File: src/pkg/epm_pkg.sv
// Purpose: shared constants for the encoder power and mode register front end
// Assumes: byte-wide serial control port, registers at consecutive pointer values
// Notes: reset values and field positions live here only
package epm_pkg;
   // register pointer values
   localparam logic [7:0] ADDR_POWER = 8'h00;
   localparam logic [7:0] ADDR_MODE_SEL = 8'h01;
   localparam logic [7:0] ADDR_OUT_MODE = 8'h02;
   localparam logic [7:0] ADDR_LAST = 8'h02;
   // reset values
   localparam logic [7:0] RST_POWER = 8'h12;
   localparam logic [7:0] RST_MODE_SEL = 8'h00;
   localparam logic [7:0] RST_OUT_MODE = 8'h20;
   localparam logic [7:0] RST_POINTER = 8'h00;
   // power register fields
   localparam int SLEEP_BIT = 0;
   localparam int PLL_OFF_BIT = 1;
   localparam int DAC3_BIT = 2;
   localparam int DAC2_BIT = 3;
   localparam int DAC1_BIT = 4;
   localparam int DAC6_BIT = 5;
   localparam int DAC5_BIT = 6;
   localparam int DAC4_BIT = 7;
   // mode select fields
   localparam int EDGE_LSB = 1;
   localparam int EDGE_MSB = 2;
   localparam int FMT_LSB = 4;
   localparam int FMT_MSB = 6;
   localparam int SWAP_BIT = 7;
   localparam logic [1:0] EDGE_CHROMA_RISE = 2'h0;
   localparam logic [1:0] EDGE_LUMA_RISE = 2'h3;
   // input format codes
   localparam logic [2:0] FMT_SD = 3'h0;
   localparam logic [2:0] FMT_SINGLE = 3'h1;
   localparam logic [2:0] FMT_DOUBLE = 3'h2;
   localparam logic [2:0] FMT_SD_SINGLE = 3'h3;
   localparam logic [2:0] FMT_SD_DOUBLE = 3'h4;
   localparam logic [2:0] FMT_ED_54 = 3'h7;
   // port state, gray along idle -> pointer -> data
   typedef enum logic [1:0] {
      EPM_IDLE = 2'h0,
      EPM_PTR = 2'h1,
      EPM_DATA = 2'h3
   } epm_state_e;
endpackage

File: src/rtl/epm_regs.sv
// Purpose: power and input mode registers behind the serial control port byte layer
// Assumes: the serial engine hands over whole bytes with one-cycle strobes
// Notes: the first byte written after access_start, before any read, is the register pointer
`timescale 1ns/1ps
module epm_regs (
   input wire logic clock, // 25 MHz system clock
   input wire logic nrst, // async reset, active low
   input wire logic access_start, // pulse: start of a port access
   input wire logic access_stop, // pulse: end of a port access
   input wire logic wr_stb, // pulse: host byte on wr_byte
   input wire logic [7:0] wr_byte, // host byte
   input wire logic rd_stb, // pulse: host wants a byte
   output logic ack, // pulse: byte accepted
   output logic nack, // pulse: byte refused, port idle
   output logic rd_valid, // pulse: rd_byte is valid
   output logic [7:0] rd_byte, // byte returned to host
   output logic [5:0] dac_power_on, // bit n powers converter n+1
   output logic pll_on, // internal pll running
   output logic oversample_on, // oversampling running
   output logic sleep_active, // low-power sleep in force
   output logic ddr_luma_rising, // double-rate: luma on rising edge
   output logic ddr_active, // double-rate capture in use
   output logic [2:0] input_format, // selected input format
   output logic format_reserved, // reserved edge or format code held
   output logic bus_swap, // swapped bus mapping in force
   output logic [7:0] output_mode // output mode control contents
);
   epm_pkg::epm_state_e state, next_state;
   logic [7:0] power_control, next_power_control;
   logic [7:0] input_mode_select, next_input_mode_select;
   logic [7:0] output_mode_control, next_output_mode_control;
   logic next_ack, next_nack, next_rd_valid;
   logic [7:0] next_rd_byte;
   logic ptr_load, ptr_incr, ptr_ok;
   logic [7:0] ptr;
   logic [5:0] next_dac;
   logic next_pll, next_os, next_sleep, next_luma_rise, next_ddr, next_resv, next_swap;
   logic [2:0] fmt;
   logic [1:0] edge_sel;

   // read mux shared by the read path; out of range returns the last register
   function automatic logic [7:0] reg_at(input logic [7:0] p, input logic [7:0] r0,
                                          input logic [7:0] r1, input logic [7:0] r2);
      logic [7:0] v;
      v = r2;
      case (p)
         epm_pkg::ADDR_POWER: v = r0;
         epm_pkg::ADDR_MODE_SEL: v = r1;
         default: v = r2;
      endcase
      return v;
   endfunction

   epm_pointer #(
      .LAST(epm_pkg::ADDR_LAST)
   ) u_ptr (
      .clock(clock),
      .nrst(nrst),
      .load(ptr_load),
      .load_value(wr_byte),
      .incr(ptr_incr),
      .register_pointer_bits(ptr),
      .in_range(ptr_ok)
   );

   // port sequencing and register writes; sleep does not gate this path
   always_comb begin
      next_state = state;
      next_power_control = power_control;
      next_input_mode_select = input_mode_select;
      next_output_mode_control = output_mode_control;
      next_ack = 1'b0;
      next_nack = 1'b0;
      next_rd_valid = 1'b0;
      next_rd_byte = rd_byte;
      ptr_load = 1'b0;
      ptr_incr = 1'b0;
      if (access_start) begin
         next_state = epm_pkg::EPM_PTR;
      end else if (access_stop) begin
         next_state = epm_pkg::EPM_IDLE;
      end else begin
         case (state)
            epm_pkg::EPM_IDLE: begin
               next_state = epm_pkg::EPM_IDLE;
            end
            epm_pkg::EPM_PTR: begin
               if (wr_stb) begin
                  ptr_load = 1'b1;
                  if (wr_byte <= epm_pkg::ADDR_LAST) begin
                     next_ack = 1'b1;
                     next_state = epm_pkg::EPM_DATA;
                  end else begin
                     next_nack = 1'b1;
                     next_state = epm_pkg::EPM_IDLE;
                  end
               end else if (rd_stb) begin
                  // read access reuses the pointer left by the previous access
                  next_rd_valid = 1'b1;
                  next_rd_byte = reg_at(ptr, power_control, input_mode_select,
                                        output_mode_control);
                  ptr_incr = 1'b1;
                  next_state = epm_pkg::EPM_DATA;
               end
            end
            epm_pkg::EPM_DATA: begin
               if (wr_stb) begin
                  if (ptr_ok) begin
                     case (ptr)
                        epm_pkg::ADDR_POWER: next_power_control = wr_byte;
                        epm_pkg::ADDR_MODE_SEL: next_input_mode_select = wr_byte;
                        default: next_output_mode_control = wr_byte;
                     endcase
                     next_ack = 1'b1;
                     ptr_incr = 1'b1;
                  end else begin
                     // past the last register: byte dropped, port idle
                     next_nack = 1'b1;
                     next_state = epm_pkg::EPM_IDLE;
                  end
               end else if (rd_stb) begin
                  next_rd_valid = 1'b1;
                  next_rd_byte = reg_at(ptr, power_control, input_mode_select,
                                        output_mode_control);
                  ptr_incr = 1'b1;
               end
            end
            default: begin
               next_state = epm_pkg::EPM_IDLE;
            end
         endcase
      end
   end

   // port and register flops
   always_ff @(posedge clock or negedge nrst) begin
      if (!nrst) begin
         state <= epm_pkg::EPM_IDLE;
         power_control <= epm_pkg::RST_POWER;
         input_mode_select <= epm_pkg::RST_MODE_SEL;
         output_mode_control <= epm_pkg::RST_OUT_MODE;
         ack <= 1'b0;
         nack <= 1'b0;
         rd_valid <= 1'b0;
         rd_byte <= 8'h00;
      end else begin
         state <= next_state;
         power_control <= next_power_control;
         input_mode_select <= next_input_mode_select;
         output_mode_control <= next_output_mode_control;
         ack <= next_ack;
         nack <= next_nack;
         rd_valid <= next_rd_valid;
         rd_byte <= next_rd_byte;
      end
   end

   // decode of the control fields into the analog and datapath controls
   always_comb begin
      fmt = input_mode_select[epm_pkg::FMT_MSB:epm_pkg::FMT_LSB];
      edge_sel = input_mode_select[epm_pkg::EDGE_MSB:epm_pkg::EDGE_LSB];
      next_sleep = power_control[epm_pkg::SLEEP_BIT];
      next_dac = {power_control[epm_pkg::DAC6_BIT], power_control[epm_pkg::DAC5_BIT],
                  power_control[epm_pkg::DAC4_BIT], power_control[epm_pkg::DAC3_BIT],
                  power_control[epm_pkg::DAC2_BIT], power_control[epm_pkg::DAC1_BIT]}
                 & {6{~next_sleep}};
      next_pll = ~power_control[epm_pkg::PLL_OFF_BIT] & ~next_sleep;
      next_os = ~power_control[epm_pkg::PLL_OFF_BIT] & ~next_sleep;
      next_ddr = (fmt == epm_pkg::FMT_DOUBLE) || (fmt == epm_pkg::FMT_SD_DOUBLE);
      next_luma_rise = next_ddr && (edge_sel == epm_pkg::EDGE_LUMA_RISE);
      // flag undefined codes rather than guess their effect
      next_resv = (fmt > epm_pkg::FMT_SD_DOUBLE && fmt != epm_pkg::FMT_ED_54)
                  || (next_ddr && edge_sel != epm_pkg::EDGE_CHROMA_RISE
                      && edge_sel != epm_pkg::EDGE_LUMA_RISE);
      // swap only when standard definition is present
      next_swap = input_mode_select[epm_pkg::SWAP_BIT]
                  && (fmt == epm_pkg::FMT_SD || fmt == epm_pkg::FMT_SD_SINGLE
                      || fmt == epm_pkg::FMT_SD_DOUBLE);
   end

   // registered controls, one cycle behind the register contents
   always_ff @(posedge clock or negedge nrst) begin
      if (!nrst) begin
         dac_power_on <= 6'h00;
         pll_on <= 1'b0;
         oversample_on <= 1'b0;
         sleep_active <= 1'b0;
         ddr_luma_rising <= 1'b0;
         ddr_active <= 1'b0;
         input_format <= 3'h0;
         format_reserved <= 1'b0;
         bus_swap <= 1'b0;
         output_mode <= 8'h00;
      end else begin
         dac_power_on <= next_dac;
         pll_on <= next_pll;
         oversample_on <= next_os;
         sleep_active <= next_sleep;
         ddr_luma_rising <= next_luma_rise;
         ddr_active <= next_ddr;
         input_format <= fmt;
         format_reserved <= next_resv;
         bus_swap <= next_swap;
         output_mode <= output_mode_control;
      end
   end
endmodule

File: src/rtl/epm_pointer.sv
// Purpose: write-only register pointer with load and auto-increment
// Assumes: load and increment never asserted together
// Notes: increment saturates at the all-ones value so it never wraps onto a valid register
`timescale 1ns/1ps
module epm_pointer #(
   parameter logic [7:0] LAST = epm_pkg::ADDR_LAST
) (
   input wire logic clock, // system clock
   input wire logic nrst, // async reset, active low
   input wire logic load, // load pointer from host byte
   input wire logic [7:0] load_value, // byte to load
   input wire logic incr, // step to next register
   output logic [7:0] register_pointer_bits, // current pointer
   output logic in_range // pointer names a register
);
   logic [7:0] next_ptr;

   // next pointer value
   always_comb begin
      next_ptr = register_pointer_bits;
      if (load) begin
         next_ptr = load_value;
      end else if (incr && register_pointer_bits != 8'hFF) begin
         next_ptr = register_pointer_bits + 8'h01;
      end
   end

   // pointer flop
   always_ff @(posedge clock or negedge nrst) begin
      if (!nrst) begin
         register_pointer_bits <= epm_pkg::RST_POINTER;
      end else begin
         register_pointer_bits <= next_ptr;
      end
   end

   assign in_range = (register_pointer_bits <= LAST);
endmodule

File: config.mk
export PLATFORM = sky130hd
export DESIGN_NAME = epm_regs
export DESIGN_NICKNAME = d
export VERILOG_FILES = /design/src/pkg/epm_pkg.sv /design/src/rtl/epm_regs.sv /design/src/rtl/epm_pointer.sv
export SDC_FILE = /design/constraint.sdc
export NUM_CORES = 1
export LEC_CHECK = 0
export BUFFER_PORTS_ARGS = -buffer_cell sky130_fd_sc_hd__buf_2
export CORE_MARGIN = 8
export CORE_UTILIZATION = 50
export DETAILED_ROUTE_END_ITERATION = 8
export PLACE_DENSITY = 0.72
export SYNTH_ARGS = -nofsm -noshare
export SYNTH_HDL_FRONTEND = slang
export SYNTH_HIERARCHICAL = 1
export SYNTH_SLANG_ARGS = --single-unit
File: constraint.sdc
create_clock -name clock -period 3.7 [get_ports clock]
set_input_delay 0.555 -clock clock [delete_from_list [all_inputs] [get_ports clock]]
set_output_delay 0.555 -clock clock [all_outputs]
set_load 0.005 [all_outputs]
==> results of run 1 <==
[worst max path at each step]
stage	from	to	slack, ns	depth (start not counted)
2_1_floorplan	u_ptr/register_pointer_bits[3]$_DFFE_PN0P_	u_ptr/register_pointer_bits[3]$_DFFE_PN0P_	1.13	9
3_3_place_gp	u_ptr/register_pointer_bits[3]$_DFFE_PN0P_	input_mode_select[3]$_DFFE_PN0P_	0.96	6
6_report	u_ptr/register_pointer_bits[3]$_DFFE_PN0P_	u_ptr/register_pointer_bits[3]$_DFFE_PN0P_	0.86	8
5_1_grt	u_ptr/register_pointer_bits[3]$_DFFE_PN0P_	u_ptr/register_pointer_bits[3]$_DFFE_PN0P_	0.67	8
3_5_place_dp	u_ptr/register_pointer_bits[3]$_DFFE_PN0P_	u_ptr/register_pointer_bits[3]$_DFFE_PN0P_	0.91	8
4_1_cts	u_ptr/register_pointer_bits[3]$_DFFE_PN0P_	u_ptr/register_pointer_bits[3]$_DFFE_PN0P_	0.89	8
[synthesized netlist by cell type, types with 2 or more instances]
library cell,instances
mux2i_1,9
dfrtp_1,65
a41oi_1,3
mux2_2,23
buf_6,3
and4_1,2
ha_1,2
nand3_1,5
a2111oi_0,2
nand2_1,14
or4_1,2
a21oi_1,15
and3_1,3
nor2b_1,8
nand2b_1,4
dfstp_2,3
clkbuf_1,5
mux2_4,8
a31oi_1,8
inv_1,8
o31ai_1,6
xnor2_1,2
o21ai_0,5
nor2_1,11
[where the power goes]
group,total [mW],switching (mW),internal [mW]
Clock,0.601,0.272,0.329
Sequential,0.862,0.0645,0.798
Combinational,0.290,0.166,0.124
[per-stage QoR]
stage,power (mW),instances
finish,1.75,374
global route,1.85,374
CTS,1.78,374
detailed placement,1.17,358
global placement,1.16,358
floorplan,1.05,240
[routing by layer]
| metal | track usage (%) | share of wire [%] | routed length (um) |
|---|---|---|---|
| met5 | 0 | 0 | 0 |
| met3 | 5.84 | 7.4 | 478 |
| met4 | 5.81 | 1.6 | 102 |
| met1 | 20.2 | 44 | 2820 |
| met2 | 23.2 | 47 | 3030 |
[sequential cells by signal (all words and copies together), names as in the netlist, 2 cells and up]
| register | flops |
|---|---|
| input_mode_select | 8 |
| output_mode | 8 |
| output_mode_control | 8 |
| power_control | 8 |
| rd_byte | 8 |
| u_ptr/register_pointer_bits | 8 |
| dac_power_on | 6 |
| input_format | 3 |
| state | 2 |
[critical path, cell delays in order (launching register included)]
cell and delay (ns):
dfrtp_1 0.48, or4_1 0.56, nor2_1 0.17, nand2_1 0.07, or4_4 0.46, nand2_1 0.25
nand3_1 0.20, a2111oi_2 0.39, o31ai_1 0.13
[layout make-up]
| type | instances | area, um^2 | share of cell area, % |
|---|---|---|---|
| sequential | 68 | 1710 | 48.4 |
| multi-input combinational | 153 | 1210 | 34.4 |
| timing repair buffer | 54 | 285 | 8.09 |
| clock buffer | 10 | 138 | 3.90 |
| tap | 75 | 93.8 | 2.66 |
| clock inverter | 6 | 62.6 | 1.77 |
| inverter | 8 | 30.0 | 0.851 |
[kinds of logic (layout without fill, tap and decap cells)]
family / count (synthesis) / in the layout
AO/OA/AOI/OAI: 45 / 45
XOR/XNOR: 2 / 2
adder cells (fa/ha/maj): 2 / 2
buffers and inverters: 19 / 78
flip-flops: 68 / 68
multiplexers: 41 / 41
AND/OR/NAND/NOR: 63 / 63
==> flow_summary_export.csv, run 1 <==
group,metric,value,unit
status,status,"finished, final reports clean",
setup_path,rr_startpoint,"u_ptr/register_pointer_bits[3]$_DFFE_PN0P_",
setup_path,worstPathMaxFanout,9,
floorplan,die-area,8800,um^2
min_path,worstHoldPathType,"input port to async pin",
run,drv_cap,0,
floorplan,coreArea,5890,um^2
logic_synthesis,ys_ff_latch,68,
clock_network,clk_latency,0.33,ns
global_routing,overflow,0,
global_routing,grt_max_degree,41,
logic_synthesis,synth_ff_type,"dfrtp_1",
clock_network,cts_root_buf,"clkbuf_8",
clock_network,htree_num_levels,3,
global_routing,grt_pass1_vias,2042,
routing,dr.pass1.iters,4,
place,routabilityCongestion,0.851,
sta,setup_viol,0,
routing,routed_via_density,5.50,
logic_synthesis,synth_top_area_cell,"dfrtp_1",
global_routing,grt_usage,15.6,%
logic_synthesis,synth-edff-count,0,
layout,n_fill_cell,483,
setup_path,r2r_cells,8,
logic_synthesis,synthAdderAreaFrac,0.827,%
logic_synthesis,synthDistinctLibCells,48,
logic_synthesis,syn_area,3030,um^2
sta,tightest_slew,0.708,ns
clock_network,clkTransAtPathRegs,0.07,ns
setup_path,ff2ff_setup_slack,0.86,ns
logic_synthesis,synth_nets,256,
logic_synthesis,synthSimpleGateAreaFrac,13.0,%
sta,finalHoldViolCount,0,
floorplan,fp-row-count,28,
sta,setup_ws,0.855,ns
clock_network,post_cts_buffers,0,
place,port_buffers,48,
sta,tns,0,ns
routing,first_iter_violations,124,
setup_path,cp-start-kind,"flip-flop",
sta,rsz0062_at_grt,"false",
logic_synthesis,async_flop_share,100,%
logic_synthesis,synthXorXnorAreaFrac,0.579,%
layout,final_cell_area,3530,um^2
setup_path,cp_data_required_time,3.91,ns
logic_synthesis,synth_top_family_by_area,"multiplexers",
setup_path,cp-end-kind,"flip-flop",
logic_synthesis,avgSynthCellArea,12.6,um^2
clock_network,cts_made_buffers,9,
layout,final_nets,310,
sta,min_period_over_period,76.9,%
setup_path,worstSetupPathType,"flip-flop to flip-flop",
sta,fmax,352,MHz
sta,skew,0.00742,ns
place,dpl.hpwl,4.62,mm
global_routing,antenna_found_initial,0,
clock_network,cts_buffer_depth,2,
clock_network,cts_hold_buffers,0,
logic_synthesis,synth-compound-area-share,9.80,%
routing,wl_per_cell,17.2,um
clock_network,cts_resized,0,
power,p_leak,1.80,nW
place,dpl_cell_area,3330,um^2
global_routing,grt_first_pass_wirelength,10.6,mm
floorplan,fp.dieH,93.8,um
setup_path,crit_arrival,3.06,ns
routing,wirelength,6.42,mm
logic_synthesis,synthTopCellsByArea,"dfrtp_1, mux2_2, mux2_4, mux2i_1, dfstp_2",
place,pre_cts_ws,0.908,ns
setup_path,reg2reg_to,"u_ptr/register_pointer_bits[3]$_DFFE_PN0P_",
logic_synthesis,synth_top_area_share,53.7,%
sta,slew_viol_final,0,
layout,final_cell_mix,"dfrtp_1, buf_2, mux2_2",
logic_synthesis,yosys_warnings,6,
clock_network,cts_sinks,68,
sta,whs,0.235,ns
routing,vias,2056,
layout,syn_to_final_growth,16.5,%
floorplan,ios,49,
layout,layout_commonest_cell,"dfrtp_1",
routing,drcViolationCount,0,
logic_synthesis,syn_inst,240,
layout,antennaDiodeCount,0,
floorplan,initial_core_util,51.4,%
logic_synthesis,synthMuxAreaShare,15.9,%
logic_synthesis,seq_area_frac_synth,56.3,%
power,powerDensity,497,nW/um^2
floorplan,floorplan.die.width,93.8,um
layout,utilization,59.9,%
power,ir_worst_vdd,295,uV
sta,layout_min_cycle_time,2.84,ns
routing,antenna_left,0,
layout,drive_gt1_share,37.5,%
sta,max_slew_margin,51.6,%
clock_network,cts_tree,"yes",
No activity file was read; power rests on OpenSTA's default activity.
==> inputs of run 2 (changes only) <==
==> constraint.sdc (replaced) <==
create_clock -name clock -period 2.7 [get_ports clock]
set_input_delay 0.405 -clock clock [delete_from_list [all_inputs] [get_ports clock]]
set_output_delay 0.405 -clock clock [all_outputs]
set_load 0.005 [all_outputs]
==> run 2 against run 1 <==
Critical path depth is 2 lower. Hold slack worse by 0.17 ns. Final area is 1.8% higher. Non-clock buffer count is 7 higher. Clock skew is 0.0016 ns higher. Clock-buffer cell count stayed put. Via count is 4.3% higher. Sequential power is 33% higher. Combinational power is 62% higher. Die area stayed put. Largest cell class unchanged. Largest power group unchanged. Highest routed layer unchanged.
==> flow_summary_export.csv, run 2 (same netlist as run 1, synthesis figures left out) <==
group,metric,value,unit
layout,final_nets,317,
setup_path,crit_arrival,2.74,ns
place,dpl.hpwl,4.66,mm
floorplan,floorplan.die.width,93.8,um
global_routing,antenna_found_initial,0,
floorplan,fp-row-count,28,
layout,stdcell_count,381,
routing,wl_per_cell,17.4,um
power,ir_worst_vdd,362,uV
clock_network,cts_tree,"yes",
floorplan,die-area,8800,um^2
sta,skew,0.00904,ns
layout,drive_gt1_share,38.9,%
power,power.total,2.44,mW
routing,antenna_left,0,
routing,dr.pass1.iters,4,
place,dpl_cell_area,3390,um^2
routing,vias,2145,
sta,max_slew_margin,53.4,%
setup_path,r2r_cells,6,
routing,routed_via_density,5.63,
place,dp_cells,365,
clock_network,htree_num_levels,3,
sta,tightest_slew,0.681,ns
setup_path,cp-end-kind,"flip-flop",
status,status,"finished, final reports clean",
layout,final_cell_mix,"dfrtp_1, buf_2, mux2_2",
sta,rsz0062_at_grt,"false",
setup_path,crit_start,"u_ptr/register_pointer_bits[3]$_DFFE_PN0P_",
clock_network,clkTransAtPathRegs,0.08,ns
sta,layout_min_cycle_time,2.52,ns
clock_network,clk_latency,0.34,ns
floorplan,coreArea,5890,um^2
setup_path,ff2ff_setup_slack,0.18,ns
place,routabilityCongestion,0.885,
global_routing,grt_max_degree,31,
clock_network,cts_made_buffers,9,
place,port_buffers,48,
sta,fmax,396,MHz
layout,syn_to_final_growth,18.6,%
setup_path,reg2reg_to,"power_control[5]$_DFFE_PN0P_",
power,p_leak,1.83,nW
setup_path,rr_startpoint,"u_ptr/register_pointer_bits[3]$_DFFE_PN0P_",
routing,first_iter_violations,76,
clock_network,cts_sinks,68,
clock_network,cts_buffer_depth,2,
setup_path,worstPathMaxFanout,8,
sta,setup_viol,0,
setup_path,cp_data_required_time,2.92,ns
floorplan,ios,49,
sta,tns,0,ns
min_path,worstHoldPathType,"input port to async pin",
place,pre_cts_ws,0.0270,ns
layout,n_fill_cell,483,
global_routing,grt_first_pass_wirelength,10.6,mm
sta,setup_ws,0.177,ns
run,drv_cap,0,
setup_path,crit_path_end,"power_control[5]$_DFFE_PN0P_",
floorplan,initial_core_util,51.4,%
routing,drcViolationCount,0,
sta,min_period_over_period,93.4,%
setup_path,worstSetupPathType,"flip-flop to flip-flop",
power,powerDensity,681,nW/um^2
floorplan,fp.dieH,93.8,um
layout,antennaDiodeCount,0,
routing,wirelength,6.61,mm
global_routing,grt_usage,15.6,%
sta,finalHoldViolCount,0,
clock_network,cts_root_buf,"clkbuf_8",
sta,slew_viol_final,0,
layout,final_cell_area,3590,um^2
global_routing,grt_pass1_vias,2128,
setup_path,cp-start-kind,"flip-flop",
global_routing,overflow,0,
layout,layout_commonest_cell,"dfrtp_1",
clock_network,cts_hold_buffers,0,
## run 2: worst min-delay path by stage
| stage | from | to | cells past startpoint |
|---|---|---|---|
| 2_1_floorplan | nrst | ack$_DFF_PN0_ | 0 |
| 3_3_place_gp | output_mode_control[7]$_DFFE_PN0P_ | output_mode[7]$_DFF_PN0_ | 0 |
| 3_5_place_dp | output_mode_control[7]$_DFFE_PN0P_ | output_mode[7]$_DFF_PN0_ | 0 |
| 4_1_cts | nrst | ddr_luma_rising$_DFF_PN0_ | 1 |
| 5_1_grt | nrst | ddr_luma_rising$_DFF_PN0_ | 1 |
| 6_report | nrst | ddr_luma_rising$_DFF_PN0_ | 1 |
## run 2: critical path: stages (launching register included)
cell and delay [ns]:
dfrtp_1 0.37, or4_1 0.51, nor2_1 0.17, nand2_1 0.07
or4_4 0.46, nor3_4 0.44, mux2_2 0.39
## run 2: stage by stage
stage | hold WS, ns | util, %
6_report | 0.0664 | 61.0
5_1_grt | 0.107 | 61.0
4_1_cts | 0.0802 | 60.9
3_5_place_dp | 0.383 | 57.6
3_3_place_gp | 0.381 | 57.6
2_1_floorplan | 0.109 | -
## run 2: metal layers
| metal | share of wire, % | routed length (um) | global-route usage, % | up-vias |
|---|---|---|---|---|
| met5 | 0 | 0 | 0 | - |
| met4 | 0.67 | 44 | 6.74 | 0 |
| met3 | 6.6 | 437 | 3.84 | 5 |
| met2 | 49 | 3220 | 25.1 | 72 |
| met1 | 44 | 2910 | 19.4 | 1077 |
| li1 | - | - | - | 991 |
## run 2: area by class of cell
type	count	area, um^2	area share (%)
Inverter	8	30.0	0.837
Clock buffer	10	128	3.56
Sequential cell	68	1710	47.5
Clock inverter	6	65.1	1.81
Tap cell	75	93.8	2.61
Timing Repair Buffer	61	350	9.76
Multi-Input combinational cell	153	1220	33.9
## run 2: what timing repair did
| item | CTS | global route |
|---|---|---|
| endpoints found under the setup margin | 0 | 8 |
| setup buffers | 0 | 0 |
| gates resized for setup | 0 | 1 |
## run 2: power by group
| group | total, mW | leakage (nW) | switching (mW) | internal, mW |
|---|---|---|---|---|
| Clock | 0.826 | 0.0966 | 0.397 | 0.429 |
| Combinational | 0.471 | 0.816 | 0.274 | 0.197 |
| Sequential | 1.15 | 0.915 | 0.0527 | 1.09 |
